==> src/shared/lpi_pkg.sv <==
`default_nettype none
package lpi_pkg;
   // ==========================================================
   // register map
   localparam logic [7:0] ADDR_PROG_FORMAT = 8'h1d;
   localparam logic [7:0] ADDR_ACT_FORMAT = 8'h23;
   localparam logic [7:0] ADDR_LATCHED_FORMAT = 8'h26;
   localparam logic [7:0] ADDR_PRODUCT_CODE = 8'hfd;
   localparam logic [7:0] ADDR_MAKER_CODE = 8'hfe;
   localparam logic [7:0] ADDR_DIE_REVISION = 8'hff;
   // reset values
   localparam logic [7:0] FORMAT_RESET = 8'h00;
   localparam logic [7:0] UNMAPPED_READ = 8'h00;
   // field positions
   localparam int SENSE_FIELD_LSB = 4;
   localparam int BUS_FIELD_LSB = 0;
   localparam int CHANNELS = 4;
   // ==========================================================
   // timing: results valid after an update command
   localparam int VALID_DELAY_US = 1000;
   localparam int CLK_PERIOD_NS = 10;
   localparam int VALID_DELAY_CYCLES = (VALID_DELAY_US * 1000) / CLK_PERIOD_NS;
   // ==========================================================
   // update command variants
   typedef enum logic [1:0] {
      UPD_NONE,
      UPD_PLAIN,
      UPD_VOLTAGE,
      UPD_GLOBAL
   } lpi_update_t;
   // host register access
   typedef struct packed {
      logic rdEn;
      logic wrEn;
      logic [7:0] addr;
      logic [7:0] wrData;
   } lpi_reg_req_t;
endpackage : lpi_pkg
`default_nettype wire

==> src/verilog/lpi_regs.sv <==
`timescale 1ns/1ps
`default_nettype none
// Operation
// - latch active format before each update
// - latched image valid one millisecond later
// - programmed format inert until update
// - all update variants capture alike
// - bits 7-4 sense bipolar per channel
// - bits 3-0 bus bipolar per channel
// - fixed read-only product code register
// - fixed read-only maker code register
// - fixed read-only die revision register
// - active format loaded from programmed on update
module lpi_regs #(
   parameter int VALID_CYCLES = lpi_pkg::VALID_DELAY_CYCLES,
   parameter logic [7:0] PRODUCT_CODE = 8'ha1, // arbitrary value
   parameter logic [7:0] MAKER_CODE = 8'hb2, // arbitrary value
   parameter logic [7:0] DIE_REVISION = 8'hc3 // arbitrary value
) (
   input wire logic sys_clk,
   input wire logic rst,
   input wire logic clkEn,
   input wire lpi_pkg::lpi_reg_req_t regReq,
   input wire lpi_pkg::lpi_update_t updateCmd,
   output logic [7:0] rdData,
   output logic [7:0] activeFormat,
   output logic latchedValid
);
   import lpi_pkg::*;

   localparam int CW = $clog2(VALID_CYCLES + 1);

   logic [7:0] progFormat_q, progFormat_d;
   logic [7:0] actFormat_q, actFormat_d;
   logic [7:0] latFormat_q, latFormat_d;
   logic [CW-1:0] validCnt_q, validCnt_d;
   logic valid_q, valid_d;
   logic [7:0] rdData_q, rdData_d;
   logic updateHit;

   // ==========================================================
   // format settings
   // any variant counts as an update
   assign updateHit = (updateCmd != UPD_NONE);

   // next values of the three format registers
   always_comb begin
      progFormat_d = progFormat_q;
      actFormat_d = actFormat_q;
      latFormat_d = latFormat_q;
      if (regReq.wrEn && regReq.addr == ADDR_PROG_FORMAT) begin
         progFormat_d = regReq.wrData;
      end
      if (updateHit) begin
         latFormat_d = actFormat_q;
         actFormat_d = progFormat_q;
      end
   end

   // register format state
   always_ff @(posedge sys_clk) begin
      if (rst) begin
         progFormat_q <= FORMAT_RESET;
         actFormat_q <= FORMAT_RESET;
         latFormat_q <= FORMAT_RESET;
      end else if (clkEn) begin
         progFormat_q <= progFormat_d;
         actFormat_q <= actFormat_d;
         latFormat_q <= latFormat_d;
      end
   end

   // ==========================================================
   // validity timer
   // restart on each update, valid when count expires
   always_comb begin
      validCnt_d = validCnt_q;
      valid_d = valid_q;
      if (updateHit) begin
         validCnt_d = CW'(VALID_CYCLES - 1);
         valid_d = 1'b0;
      end else if (!valid_q) begin
         if (validCnt_q == '0) begin
            valid_d = 1'b1;
         end else begin
            validCnt_d = validCnt_q - 1'b1;
         end
      end
   end

   // register timer
   always_ff @(posedge sys_clk) begin
      if (rst) begin
         validCnt_q <= '0;
         valid_q <= 1'b1;
      end else if (clkEn) begin
         validCnt_q <= validCnt_d;
         valid_q <= valid_d;
      end
   end

   // ==========================================================
   // read path, writes to read-only offsets fall through
   always_comb begin
      rdData_d = rdData_q;
      if (regReq.rdEn) begin
         case (regReq.addr)
            ADDR_PROG_FORMAT: rdData_d = progFormat_q;
            ADDR_ACT_FORMAT: rdData_d = actFormat_q;
            ADDR_LATCHED_FORMAT: rdData_d = latFormat_q;
            ADDR_PRODUCT_CODE: rdData_d = PRODUCT_CODE;
            ADDR_MAKER_CODE: rdData_d = MAKER_CODE;
            ADDR_DIE_REVISION: rdData_d = DIE_REVISION;
            default: rdData_d = UNMAPPED_READ; // unmapped offsets read zero
         endcase
      end
   end

   // register read data
   always_ff @(posedge sys_clk) begin
      if (rst) begin
         rdData_q <= UNMAPPED_READ;
      end else if (clkEn) begin
         rdData_q <= rdData_d;
      end
   end

   assign rdData = rdData_q;
   assign activeFormat = actFormat_q;
   assign latchedValid = valid_q;

   // ==========================================================
   // checks
   // enabled edges since the last update, saturating at the valid delay
   logic [CW-1:0] chkAge_q, chkAge_d;

   // next age, counted apart from the valid timer
   always_comb begin
      chkAge_d = chkAge_q;
      if (updateHit) begin
         chkAge_d = '0;
      end else if (chkAge_q < CW'(VALID_CYCLES)) begin
         chkAge_d = chkAge_q + 1'b1;
      end
   end

   // register age, frozen like the rest of the state
   always_ff @(posedge sys_clk) begin
      if (rst) begin
         chkAge_q <= CW'(VALID_CYCLES);
      end else if (clkEn) begin
         chkAge_q <= chkAge_d;
      end
   end
endmodule : lpi_regs
`default_nettype wire

==> config.mk <==
export PLATFORM = sky130hd
export DESIGN_NAME = lpi_regs
export DESIGN_NICKNAME = d
export VERILOG_FILES = /design/src/shared/lpi_pkg.sv /design/src/verilog/lpi_regs.sv
export SDC_FILE = /design/constraint.sdc
export NUM_CORES = 1
export LEC_CHECK = 0
export ABC_CLOCK_PERIOD_IN_PS = 2190
export CORE_MARGIN = 10
export CORE_UTILIZATION = 62
export CTS_BUF_LIST = sky130_fd_sc_hd__clkbuf_4
export DETAILED_ROUTE_END_ITERATION = 8
export DONT_BUFFER_PORTS = 1
export PLACE_DENSITY = 0.78
export SYNTH_ARGS = -nofsm -noshare
export SYNTH_HDL_FRONTEND = slang
export SYNTH_SLANG_ARGS = --single-unit
==> constraint.sdc <==
create_clock -name sys_clk -period 2.19 [get_ports sys_clk]
set_input_delay 0.219 -clock sys_clk [delete_from_list [all_inputs] [get_ports sys_clk]]
set_output_delay 0.219 -clock sys_clk [all_outputs]
set_load 0.005 [all_outputs]
# == Yosys cells after proc, flatten, opt, wreduce, memory -nomap -nowiden ==
# Index checks and enable logic that the tools add are counted.
# classes
n_addsub,1
multipliers,0
div,0
magnitude_cmp,0
n_eq_ne,8
n_shift,0
mux,7
bitwise,0
reduce_logical,7
# op_table
operator,n
two-way mux 17 bit,3
case mux 8 bit (6 select lines),1
equality test 8 bit (second input constant),3
zero test 17 bit,1
subtractor 17 x 1 -> 17 bit (second input constant),1
equality test 8 x 6 -> 1 bit (second input constant),2
equality test 8 x 5 -> 1 bit (second input constant),1
AND reduction 2 bit,3
two-way mux 1 bit,3
AND reduction 3 bit,1
inequality test 2 x 1 -> 1 bit (second input constant),1
inequality test 2 bit (second input constant),1
nonzero test 2 bit,1
logical AND 1 bit,1
# totals
reg_bits,50
latch_bits,0
ramBits,0
rom_bits,0
out_inout_bits,17
word_cells,29
mem_count,0

# == Depth between registers and ports, before layout ==
# Gate-level depths: netlist of run 1.
# depth
depth_word,4
mapped_depth,7

# == Least setup slack after synthesis of run 1 ==
# No wires, ideal clock.
# synth_path
kind,flip-flop to flip-flop
start,reg validCnt_q[0]
end,reg validCnt_q[13]
setup_ps,70
arrival_ps,1827
t_required_ps,2120
setup_slack_ps,293
stages_incl_launch_ff,8
path_buffers,1
synth_period_minus_slack_ps,1897
cell_sequence,dfxtp_1 inv_1 ha_1 and3_2 buf_4 a311o_1 or4_1 a21oi_1
# synth_between
elab_chain_len,4
word_cells_on_any_way,7
# synth_lines
item,line_no,text
start: declaration,lpi_regs.sv:36,"logic [CW-1:0] validCnt_q, validCnt_d;"
start signal: assignment,lpi_regs.sv:97,validCnt_q <= validCnt_d;
subtractor 17 x 1 -> 17 bit,lpi_regs.sv:86,validCnt_d = validCnt_q - 1'b1;
two-way mux 17 bit,lpi_regs.sv:83,if (validCnt_q == '0) begin
two-way mux 17 bit,lpi_regs.sv:82,end else if (!valid_q) begin
two-way mux 17 bit,lpi_regs.sv:79,if (updateHit) begin
# Parallel ways exist; a longest one is shown, timed or not. The select of a mux whose other input is x is not followed.
# A chain may end at the register's enable or synchronous reset.

# == Worst setup path in the final report of run 1 ==
# layout_path
start,reg validCnt_q[2]
end,reg validCnt_q[13]
# The elaborated chain is that of the path after synthesis.

==> flow_metrics.py, run 1 <==
metrics = {
    "logic_synthesis": {
        "synth-xor-area-share_pct": 4.06,
        "synth_edf_count": 0,
        "synth_nets": 300,
        "synth_compound_gate_area_share_pct": 20.8,
        "yosysWarnings": 0,
        "yosysTopAreaCell": "dfxtp_1",
        "ys_ff_latch": 50,
        "synth_adder_area_share_pct": 0.527,
        "avgSynthCellArea_um2": 8.60,
        "muxShareOfSynthArea_pct": 3.80,
        "synth_common_cells": "dfxtp_1, nand2_1, a21oi_1",
        "synth_top_family_by_area": "simple AND/OR/NAND/NOR gates",
        "synthArstFlopShare_pct": 0,
        "synth_area_leaders": "dfxtp_1, a21oi_1, nand2_1",
        "seq_area_frac_synth_pct": 42.2,
        "synth.distinct_cells": 52,
        "syn-cell-area_um2": 2370,
        "synth_top_area_share_pct": 42.2,
        "synthSimpleGateAreaFrac_pct": 23.9,
        "synth_ff_type": "dfxtp_1",
        "synth_cells": 276,
        "synth.most_common_cell": "dfxtp_1",
    },
    "timing": {
        "setup_violations": 0,
        "fin_tns_setup_ns": 0,
        "max-slew-margin-rel_pct": 61.5,
        "final_hold_viol_count": 1,
        "fmax_mhz": 501,
        "fin_skew_ns": 0.00582,
        "finalCritPeriodShare_pct": 91.1,
        "whs_ns": -0.000399,
        "worst_slew_pin_slew_ns": 0.576,
        "fin_crit_ns": 2.00,
        "rsz0062_at_grt": "false",
        "drv_slew": 0,
    },
    "critical_path": {
        "critPathLaunchType": "flop",
        "crit_family": "simple AND/OR/NAND/NOR gates",
        "worstPathMaxFanout": 6,
        "cp-end-kind": "flop",
        "max_stage_delay_ns": 0.42,
        "path_class": "reg2reg",
        "required_ns": 2.50,
        "worst_path_max_delay_cell": "nor4_4",
        "crit_arrival_ns": 2.30,
        "cp_num_buf_inv": 0,
        "worstPathCellList": "nor4_4 -> nand4_2 -> a311o_1 -> or4_1 -> a21oi_1",
    },
    "route": {
        "wire_per_inst_um": 16.7,
        "drc": 0,
        "drtIter0Drc": 99,
        "drtPass1Iterations": 4,
        "vias_per_cell": 6.09,
        "drt_wl_total_um": 5470,
        "antenna_left": 0,
        "vias": 1996,
    },
    "flow_run": {
        "maxCapViolCount": 0,
    },
    "layout": {
        "insertedDiodeCount": 0,
        "fillers": 324,
        "fin_area_um2": 2510,
        "drive_gt1_share_pct": 7.86,
        "area_delta_synth_final_pct": 6.01,
        "post-route-util_pct": 68.2,
        "fin_nets": 303,
        "final_cells": 328,
    },
    "cts": {
        "cts_inserted_buffers": 5,
        "clockBufferDepth": 2,
        "cts_tree": "built",
        "clock-sinks": 50,
        "cts_root_buf": "clkbuf_4",
        "cts_htree_levels": 2,
        "clk_latency_ns": 0.37,
        "path_clk_slew_ns": 0.14,
        "ctsResizeCount": 0,
    },
    "floorplan": {
        "rows": 22,
        "chipWidth_um": 81.9,
        "initial_core_util_pct": 64.3,
        "die_h_um": 81.9,
        "die-area_um2": 6700,
        "core_area_um2": 3690,
        "boundaryPins": 40,
    },
    "outcome": {
        "violations": "negative hold slack",
        "outcome": "finished with violations",
    },
    "global_route": {
        "grtUsageTotal_pct": 17.4,
        "grt_first_pass_wirelength_um": 9260,
        "overflow": 0,
        "first_global_vias": 1893,
        "grt_max_degree": 40,
        "antenna_found_initial": 0,
    },
    "place": {
        "finalWeightedCongestion": 0.858,
        "port_buffers": 0,
        "place_inst": 312,
        "dp_hpwl_um": 3920,
        "placed_area_um2": 2370,
    },
    "power_and_ir_drop": {
        "power_density_nw_per_um2": 624,
        "cellLeakagePower_nw": 0.870,
        "ir_worst_vdd_mv": 0.420,
    },
    "hold_path": {
        "hold_path_class": "in2reg",
    },
}
-- path summary, 6_finish.rpt --
| kind | startpoint | to | slack, ns | cells past startpoint |
|---|---|---|---|---|
| max | validCnt_q[2] | validCnt_q[13] | 0.19 | 5 |
| min | regReq[6] | progFormat_q[6] | -0.0004 | 2 |
| max reg2reg | validCnt_q[2] | validCnt_q[13] | 0.19 | 5 |
| min reg2reg | latFormat_q[1] | latFormat_q[1] | 0.47 | 2 |
-- sequential cells by signal, summed over array words and instances, names as in the netlist --
register	cells
validCnt_q	17
activeFormat	8
latFormat_q	8
progFormat_q	8
rdData	8
latchedValid	1
-- cells by family after synthesis --
group                    after synthesis
XOR/XNOR                              11
AND/OR/NAND/NOR                      111
AO/OA/AOI/OAI                         74
buffers and inverters                 20
adder cells (fa/ha/maj)                1
flip-flops                            50
multiplexers                           9
-- cell type report --
type                            instances  area, um2  share of cell area (%)
Tap cell                               48       60.1                    2.39
Sequential cell                        50       1000                    39.8
Inverter                                4       15.0                   0.597
Multi-Input combinational cell        206       1260                    50.3
Timing Repair Buffer                   12        120                    4.78
Clock buffer                            6       45.0                    1.79
Clock inverter                          2       8.76                   0.348
-- cell usage in the layout (no fill, tap or decap), types with 4 or more instances in the layout --
| master | Yosys | final |
|---|---|---|
| clkbuf_4 | 0 | 6 |
| nor2b_1 | 4 | 4 |
| buf_4 | 2 | 4 |
| xnor2_1 | 6 | 6 |
| nand3_1 | 5 | 5 |
| dlygate4sd3_1 | 0 | 7 |
| nor2_1 | 23 | 23 |
| nand2_1 | 41 | 41 |
| inv_1 | 4 | 4 |
| a311oi_1 | 4 | 4 |
| a22o_1 | 5 | 5 |
| a221oi_1 | 5 | 5 |
| a21oi_1 | 31 | 31 |
| o21ai_0 | 8 | 7 |
| nor4_1 | 4 | 4 |
| dfxtp_1 | 50 | 50 |
| nand3b_1 | 5 | 5 |
| nor3_1 | 7 | 7 |
| mux2i_1 | 9 | 9 |
| xor2_1 | 5 | 5 |
-- routing by layer --
metal	up-vias	GRT usage, %	share of wire [%]
met5	-	0	0
li1	1012	-	-
met3	10	5.46	6.1
met1	930	20.2	42
met4	0	7.14	1.8
met2	44	29.1	50
-- power by group --
part           internal, mW  total [mW]  leakage, nW  switching (mW)
Combinational        0.0792       0.194        0.431           0.115
Sequential            0.933       0.958        0.406          0.0252
Clock                 0.134       0.416       0.0331           0.282
Total                  1.15        1.57        0.870           0.422
-- metrics by stage --
| step | setup WS [ns] | total power [mW] |
|---|---|---|
| finish | 0.195 | 1.57 |
| global route | 0.0590 | 1.64 |
| CTS | 0.199 | 1.57 |
| detailed placement | 0.243 | 1.15 |
| global placement | 0.313 | 1.14 |
| floorplan | 0.293 | 1.14 |
-- repair_timing --
action,CTS,global route
setup buffers,0,0
setup endpoints to repair,0,0
endpoints found under the hold margin,39,0
hold buffers,8,0
-- worst register-to-register path, cell delays in order, from the launching register on --
cell and delay (ns):
dfxtp_1 0.39, nor4_4 0.42, nand4_2 0.17, a311o_1 0.39
or4_1 0.40, a21oi_1 0.16
Power figures use the tool's default switching activity.
==> run 2: changes to the inputs <==
- ABC_CLOCK_PERIOD_IN_PS: 2190 -> 2300
- clock period: 2.19 -> 2.3 ns (I/O delays scaled with it)
==> run 2 against run 1 <==
The flow now finishes without violations. Design area decreased by 1.1%. Largest cell class unchanged. Non-clock buffer count down 3. Wire length increased by 1.6%. Critical path depth up 1. Global-route usage is 0.080 points lower. Sequential share of layout area up 0.44 points. Final cell count decreased by 0.91%. Sequential power decreased by 4.7%. Core utilization is 0.75 points lower. Via count grew 2.9%. Die area did not move. Highest routed layer unchanged.
==> flow_metrics.py, run 2 (synthesized netlist as in run 1, its figures left out) <==
metrics = {
    "timing": {
        "final_hold_viol_count": 0,
        "whs_ns": 0.0115,
        "fin_skew_ns": 0.00950,
        "rsz0062_at_grt": "false",
        "worst_slew_pin_slew_ns": 0.576,
        "drv_slew": 0,
        "max-slew-margin-rel_pct": 61.5,
        "fmax_mhz": 497,
        "fin_ws_ns": 0.288,
        "fin_tns_setup_ns": 0,
        "fin_crit_ns": 2.01,
        "setup_violations": 0,
        "finalCritPeriodShare_pct": 87.5,
    },
    "cts": {
        "cts_tree": "built",
        "cts_htree_levels": 2,
        "clk_latency_ns": 0.37,
        "cts_inserted_buffers": 5,
        "clockBufferDepth": 2,
        "cts_root_buf": "clkbuf_4",
        "clock-sinks": 50,
        "path_clk_slew_ns": 0.14,
        "cts_hold_buf": 6,
        "ctsResizeCount": 0,
        "post-cts-setup-buffers": 0,
    },
    "hold_path": {
        "min_path_cells": 2,
        "hold_path_class": "in2reg",
    },
    "power_and_ir_drop": {
        "clock_power_share_pct": 26.6,
        "power_density_nw_per_um2": 600,
        "finalPower_mw": 1.49,
        "sw_frac_of_total_pct": 27.1,
        "cellLeakagePower_nw": 0.857,
        "ir_worst_vdd_mv": 0.334,
        "p_seq_share_pct": 61.2,
        "p_switching_mw": 0.404,
        "internal_power_mw": 1.09,
        "p_comb_share_pct": 12.2,
    },
    "critical_path": {
        "critPathLaunchType": "flop",
        "required_ns": 2.62,
        "worst_path_max_delay_cell": "dfxtp_1",
        "max_stage_delay_ns": 0.42,
        "crit_arrival_ns": 2.33,
        "worstPathCellList": "inv_1 -> ha_1 -> and3_2 -> a311o_1 -> or4_1 -> a21oi_1",
        "cp_num_buf_inv": 1,
        "crit_family": "simple AND/OR/NAND/NOR gates",
        "path_class": "reg2reg",
        "r2r_cells": 6,
        "cp.depth": 6,
        "worstPathMaxFanout": 8,
        "cp-end-kind": "flop",
    },
    "route": {
        "vias": 2054,
        "wire_per_inst_um": 17.1,
        "antenna_left": 0,
        "drc": 0,
        "drtPass1Iterations": 7,
        "drt_wl_total_um": 5560,
        "vias_per_cell": 6.32,
        "drtIter0Drc": 139,
    },
    "place": {
        "dp_hpwl_um": 3910,
        "placed_area_um2": 2360,
        "dp_worst_setup_slack_ns": 0.349,
        "finalWeightedCongestion": 0.868,
        "place_inst": 311,
        "port_buffers": 0,
    },
    "floorplan": {
        "core_area_um2": 3690,
        "initial_core_util_pct": 64.3,
        "die_h_um": 81.9,
        "die-area_um2": 6700,
        "chipWidth_um": 81.9,
        "boundaryPins": 40,
        "rows": 22,
    },
    "layout": {
        "top_register": "validCnt_q",
        "final_cells": 325,
        "area_delta_synth_final_pct": 4.85,
        "insertedDiodeCount": 0,
        "fin_area_um2": 2490,
        "final-seq-area_um2": 1000,
        "fin_nets": 300,
        "largest_reg_flops": 17,
        "final_common_cell": "dfxtp_1",
        "drive_gt1_share_pct": 7.58,
        "multi_input_comb_area_um2": 1260,
        "post-route-util_pct": 67.4,
        "fillers": 326,
        "final_cell_mix": "dfxtp_1, nand2_1, a21oi_1, nor2_1, mux2i_1",
    },
    "global_route": {
        "grt_first_pass_wirelength_um": 9280,
        "antenna_found_initial": 0,
        "grt_max_degree": 40,
        "first_global_vias": 1966,
        "grtUsageTotal_pct": 17.3,
        "overflow": 0,
    },
    "flow_run": {
        "maxCapViolCount": 0,
    },
    "outcome": {
        "outcome": "completed",
    },
}
==> run 2: cell types whose count changed in the layout (fill, tap and decap cells not counted) <==
| cell | before | now |
|---|---|---|
| dlygate4sd3_1 | 7 | 5 |
| buf_4 | 4 | 3 |
==> run 2: metal layers <==
metal | share of wire, % | track usage (%) | wire length [um] | vias to the layer above
met5 | 0 | 0 | 0 | -
met4 | 2.1 | 8.84 | 117 | 0
met3 | 7.2 | 4.80 | 398 | 12
met2 | 51 | 28.8 | 2820 | 67
met1 | 40 | 19.9 | 2220 | 975
li1 | - | - | - | 1000
==> run 2: area by class of cell <==
type | count | share of cell area [%]
clock buffer | 6 | 1.81
sequential | 50 | 40.2
inverter | 4 | 0.604
timing repair buffer | 9 | 3.72
clock inverter | 2 | 0.352
tap | 48 | 2.41
multi-input combinational | 206 | 50.9
==> run 2: power by group through the flow <==
stage               combinational (mW)  sequential [mW]  clock, mW
floorplan                        0.154            0.927          0
CTS                              0.181            0.913      0.404
global placement                 0.158            0.931          0
detailed placement               0.159            0.932          0
finish                           0.183            0.913      0.396
global route                     0.202            0.917      0.441
==> run 2: final timing paths <==
kind                                      from               to  slack, ns
worst min-delay path                 regReq[6]  progFormat_q[6]       0.01
worst min register to register  latFormat_q[3]   latFormat_q[3]       0.47
worst max register to register   validCnt_q[0]   validCnt_q[13]       0.29
worst max-delay path             validCnt_q[0]   validCnt_q[13]       0.29
==> run 3: changes to the inputs <==
- CORE_UTILIZATION: 62 -> 58
- PLACE_DENSITY: 0.78 -> 0.74
==> run 3 against run 2 <==
Sequential share of layout area decreased by 0.60 points. Sequential power about the same. Global-route usage decreased by 1.7 points. Highest routed layer unchanged.
==> flow_metrics.py, run 3 (synthesized netlist as in run 1, its figures left out) <==
metrics = {
    "layout": {
        "top_register": "validCnt_q",
        "final_common_cell": "dfxtp_1",
        "fin_area_um2": 2520,
        "final_cell_mix": "dfxtp_1, nand2_1, a21oi_1, nor2_1, mux2i_1",
        "final_cells": 329,
        "largest_reg_flops": 17,
        "fin_nets": 302,
        "insertedDiodeCount": 0,
        "area_delta_synth_final_pct": 6.43,
        "fillers": 340,
        "drive_gt1_share_pct": 7.53,
        "post-route-util_pct": 63.6,
    },
    "timing": {
        "drv_slew": 0,
        "rsz0062_at_grt": "false",
        "fin_crit_ns": 2.01,
        "setup_violations": 0,
        "fmax_mhz": 497,
        "max-slew-margin-rel_pct": 22.1,
        "whs_ns": 0.00708,
        "final_hold_viol_count": 0,
        "worst_slew_pin_slew_ns": 1.17,
        "finalCritPeriodShare_pct": 87.6,
        "fin_skew_ns": 0.00755,
        "fin_tns_setup_ns": 0,
        "fin_ws_ns": 0.286,
    },
    "critical_path": {
        "cp-end-kind": "flop",
        "path_class": "reg2reg",
        "critPathLaunchType": "flop",
        "worstPathMaxFanout": 8,
        "reg2reg_slack_ns": 0.29,
        "crit_arrival_ns": 2.34,
        "required_ns": 2.63,
        "r2r_cells": 6,
    },
    "route": {
        "antenna_left": 0,
        "drtIter0Drc": 291,
        "drtPass1Iterations": 5,
        "vias": 1971,
        "drc": 0,
        "vias_per_cell": 5.99,
        "wire_per_inst_um": 16.8,
        "drt_wl_total_um": 5530,
    },
    "global_route": {
        "overflow": 0,
        "grtUsageTotal_pct": 15.6,
        "antenna_found_initial": 0,
        "grt_max_degree": 40,
        "grt_first_pass_wirelength_um": 9370,
        "first_global_vias": 1854,
    },
    "hold_path": {
        "min_path_cells": 2,
        "hold_path_class": "in2reg",
    },
    "cts": {
        "cts_htree_levels": 2,
        "cts_inserted_buffers": 5,
        "clockBufferDepth": 2,
        "cts_tree": "built",
        "clk_latency_ns": 0.39,
        "ctsResizeCount": 0,
        "path_clk_slew_ns": 0.16,
        "clock-sinks": 50,
        "cts_root_buf": "clkbuf_4",
    },
    "floorplan": {
        "boundaryPins": 40,
        "die_h_um": 84.0,
        "core_area_um2": 3970,
        "rows": 23,
        "die-area_um2": 7050,
        "chipWidth_um": 84.0,
        "initial_core_util_pct": 59.7,
    },
    "place": {
        "dp_hpwl_um": 3820,
        "placed_area_um2": 2360,
        "finalWeightedCongestion": 0.884,
        "port_buffers": 0,
        "dp_worst_setup_slack_ns": 0.363,
        "place_inst": 312,
    },
    "power_and_ir_drop": {
        "finalPower_mw": 1.55,
        "cellLeakagePower_nw": 0.870,
        "clock_power_share_pct": 29.4,
        "p_switching_mw": 0.457,
        "p_seq_share_pct": 58.8,
        "ir_worst_vdd_mv": 0.498,
        "sw_frac_of_total_pct": 29.4,
        "power_density_nw_per_um2": 615,
        "p_comb_share_pct": 11.8,
        "internal_power_mw": 1.10,
    },
    "outcome": {
        "outcome": "completed",
    },
    "flow_run": {
        "maxCapViolCount": 0,
    },
}
run 3: changes by cell type in the layout (fill, tap and decap cells not counted):
| cell | change |
|---|---|
| inv_8 | +1 |
| dlygate4sd3_1 | +3 |
| clkinv_1 | -1 |
| clkbuf_4 | -1 |
| clkinv_4 | +1 |
| buf_4 | -1 |
| clkinv_2 | -1 |
| inv_6 | +1 |
run 3: worst paths after layout:
kind	from	to
setup / recovery	validCnt_q[0]	validCnt_q[13]
hold / removal	rst	rdData[7]
setup reg to reg	validCnt_q[0]	validCnt_q[13]
hold reg to reg	latFormat_q[1]	latFormat_q[1]
run 3: metal layers:
layer	wire (um)	global-route usage [%]	vias to the layer above	share of wire, %
li1	-	-	1006	-
met2	2470	23.3	57	45
met1	2630	20.9	903	48
met3	382	5.18	5	6.9
met5	0	0	-	0
met4	51	3.65	0	0.92
run 3: power groups by stage:
stage | clock, mW | combinational (mW) | sequential, mW
floorplan | 0 | 0.154 | 0.927
global placement | 0 | 0.154 | 0.931
detailed placement | 0 | 0.156 | 0.932
CTS | 0.465 | 0.181 | 0.914
global route | 0.495 | 0.206 | 0.918
finish | 0.457 | 0.183 | 0.913
run 3: critical path, stage by stage, from the launching register on:
cell and delay, ns:
dfxtp_1 0.44, inv_1 0.08, ha_1 0.27, and3_2 0.26, a311o_1 0.37, or4_1 0.40
a21oi_1 0.15
run 3: area by class of cell:
class	instances	area (um2)	share of cell area, %
inverters	4	15.0	0.595
well taps	50	62.6	2.48
flip-flops and latches	50	1000	39.6
clock buffers	5	37.5	1.49
clock inverters	3	28.8	1.14
repair buffers	11	115	4.56
multi-input cells	206	1260	50.1
run 3: repair_timing:
item,CTS,global route
setup endpoints to repair,0,0
endpoints found under the hold margin,39,0
buffers inserted,0,0
hold buffers,9,0
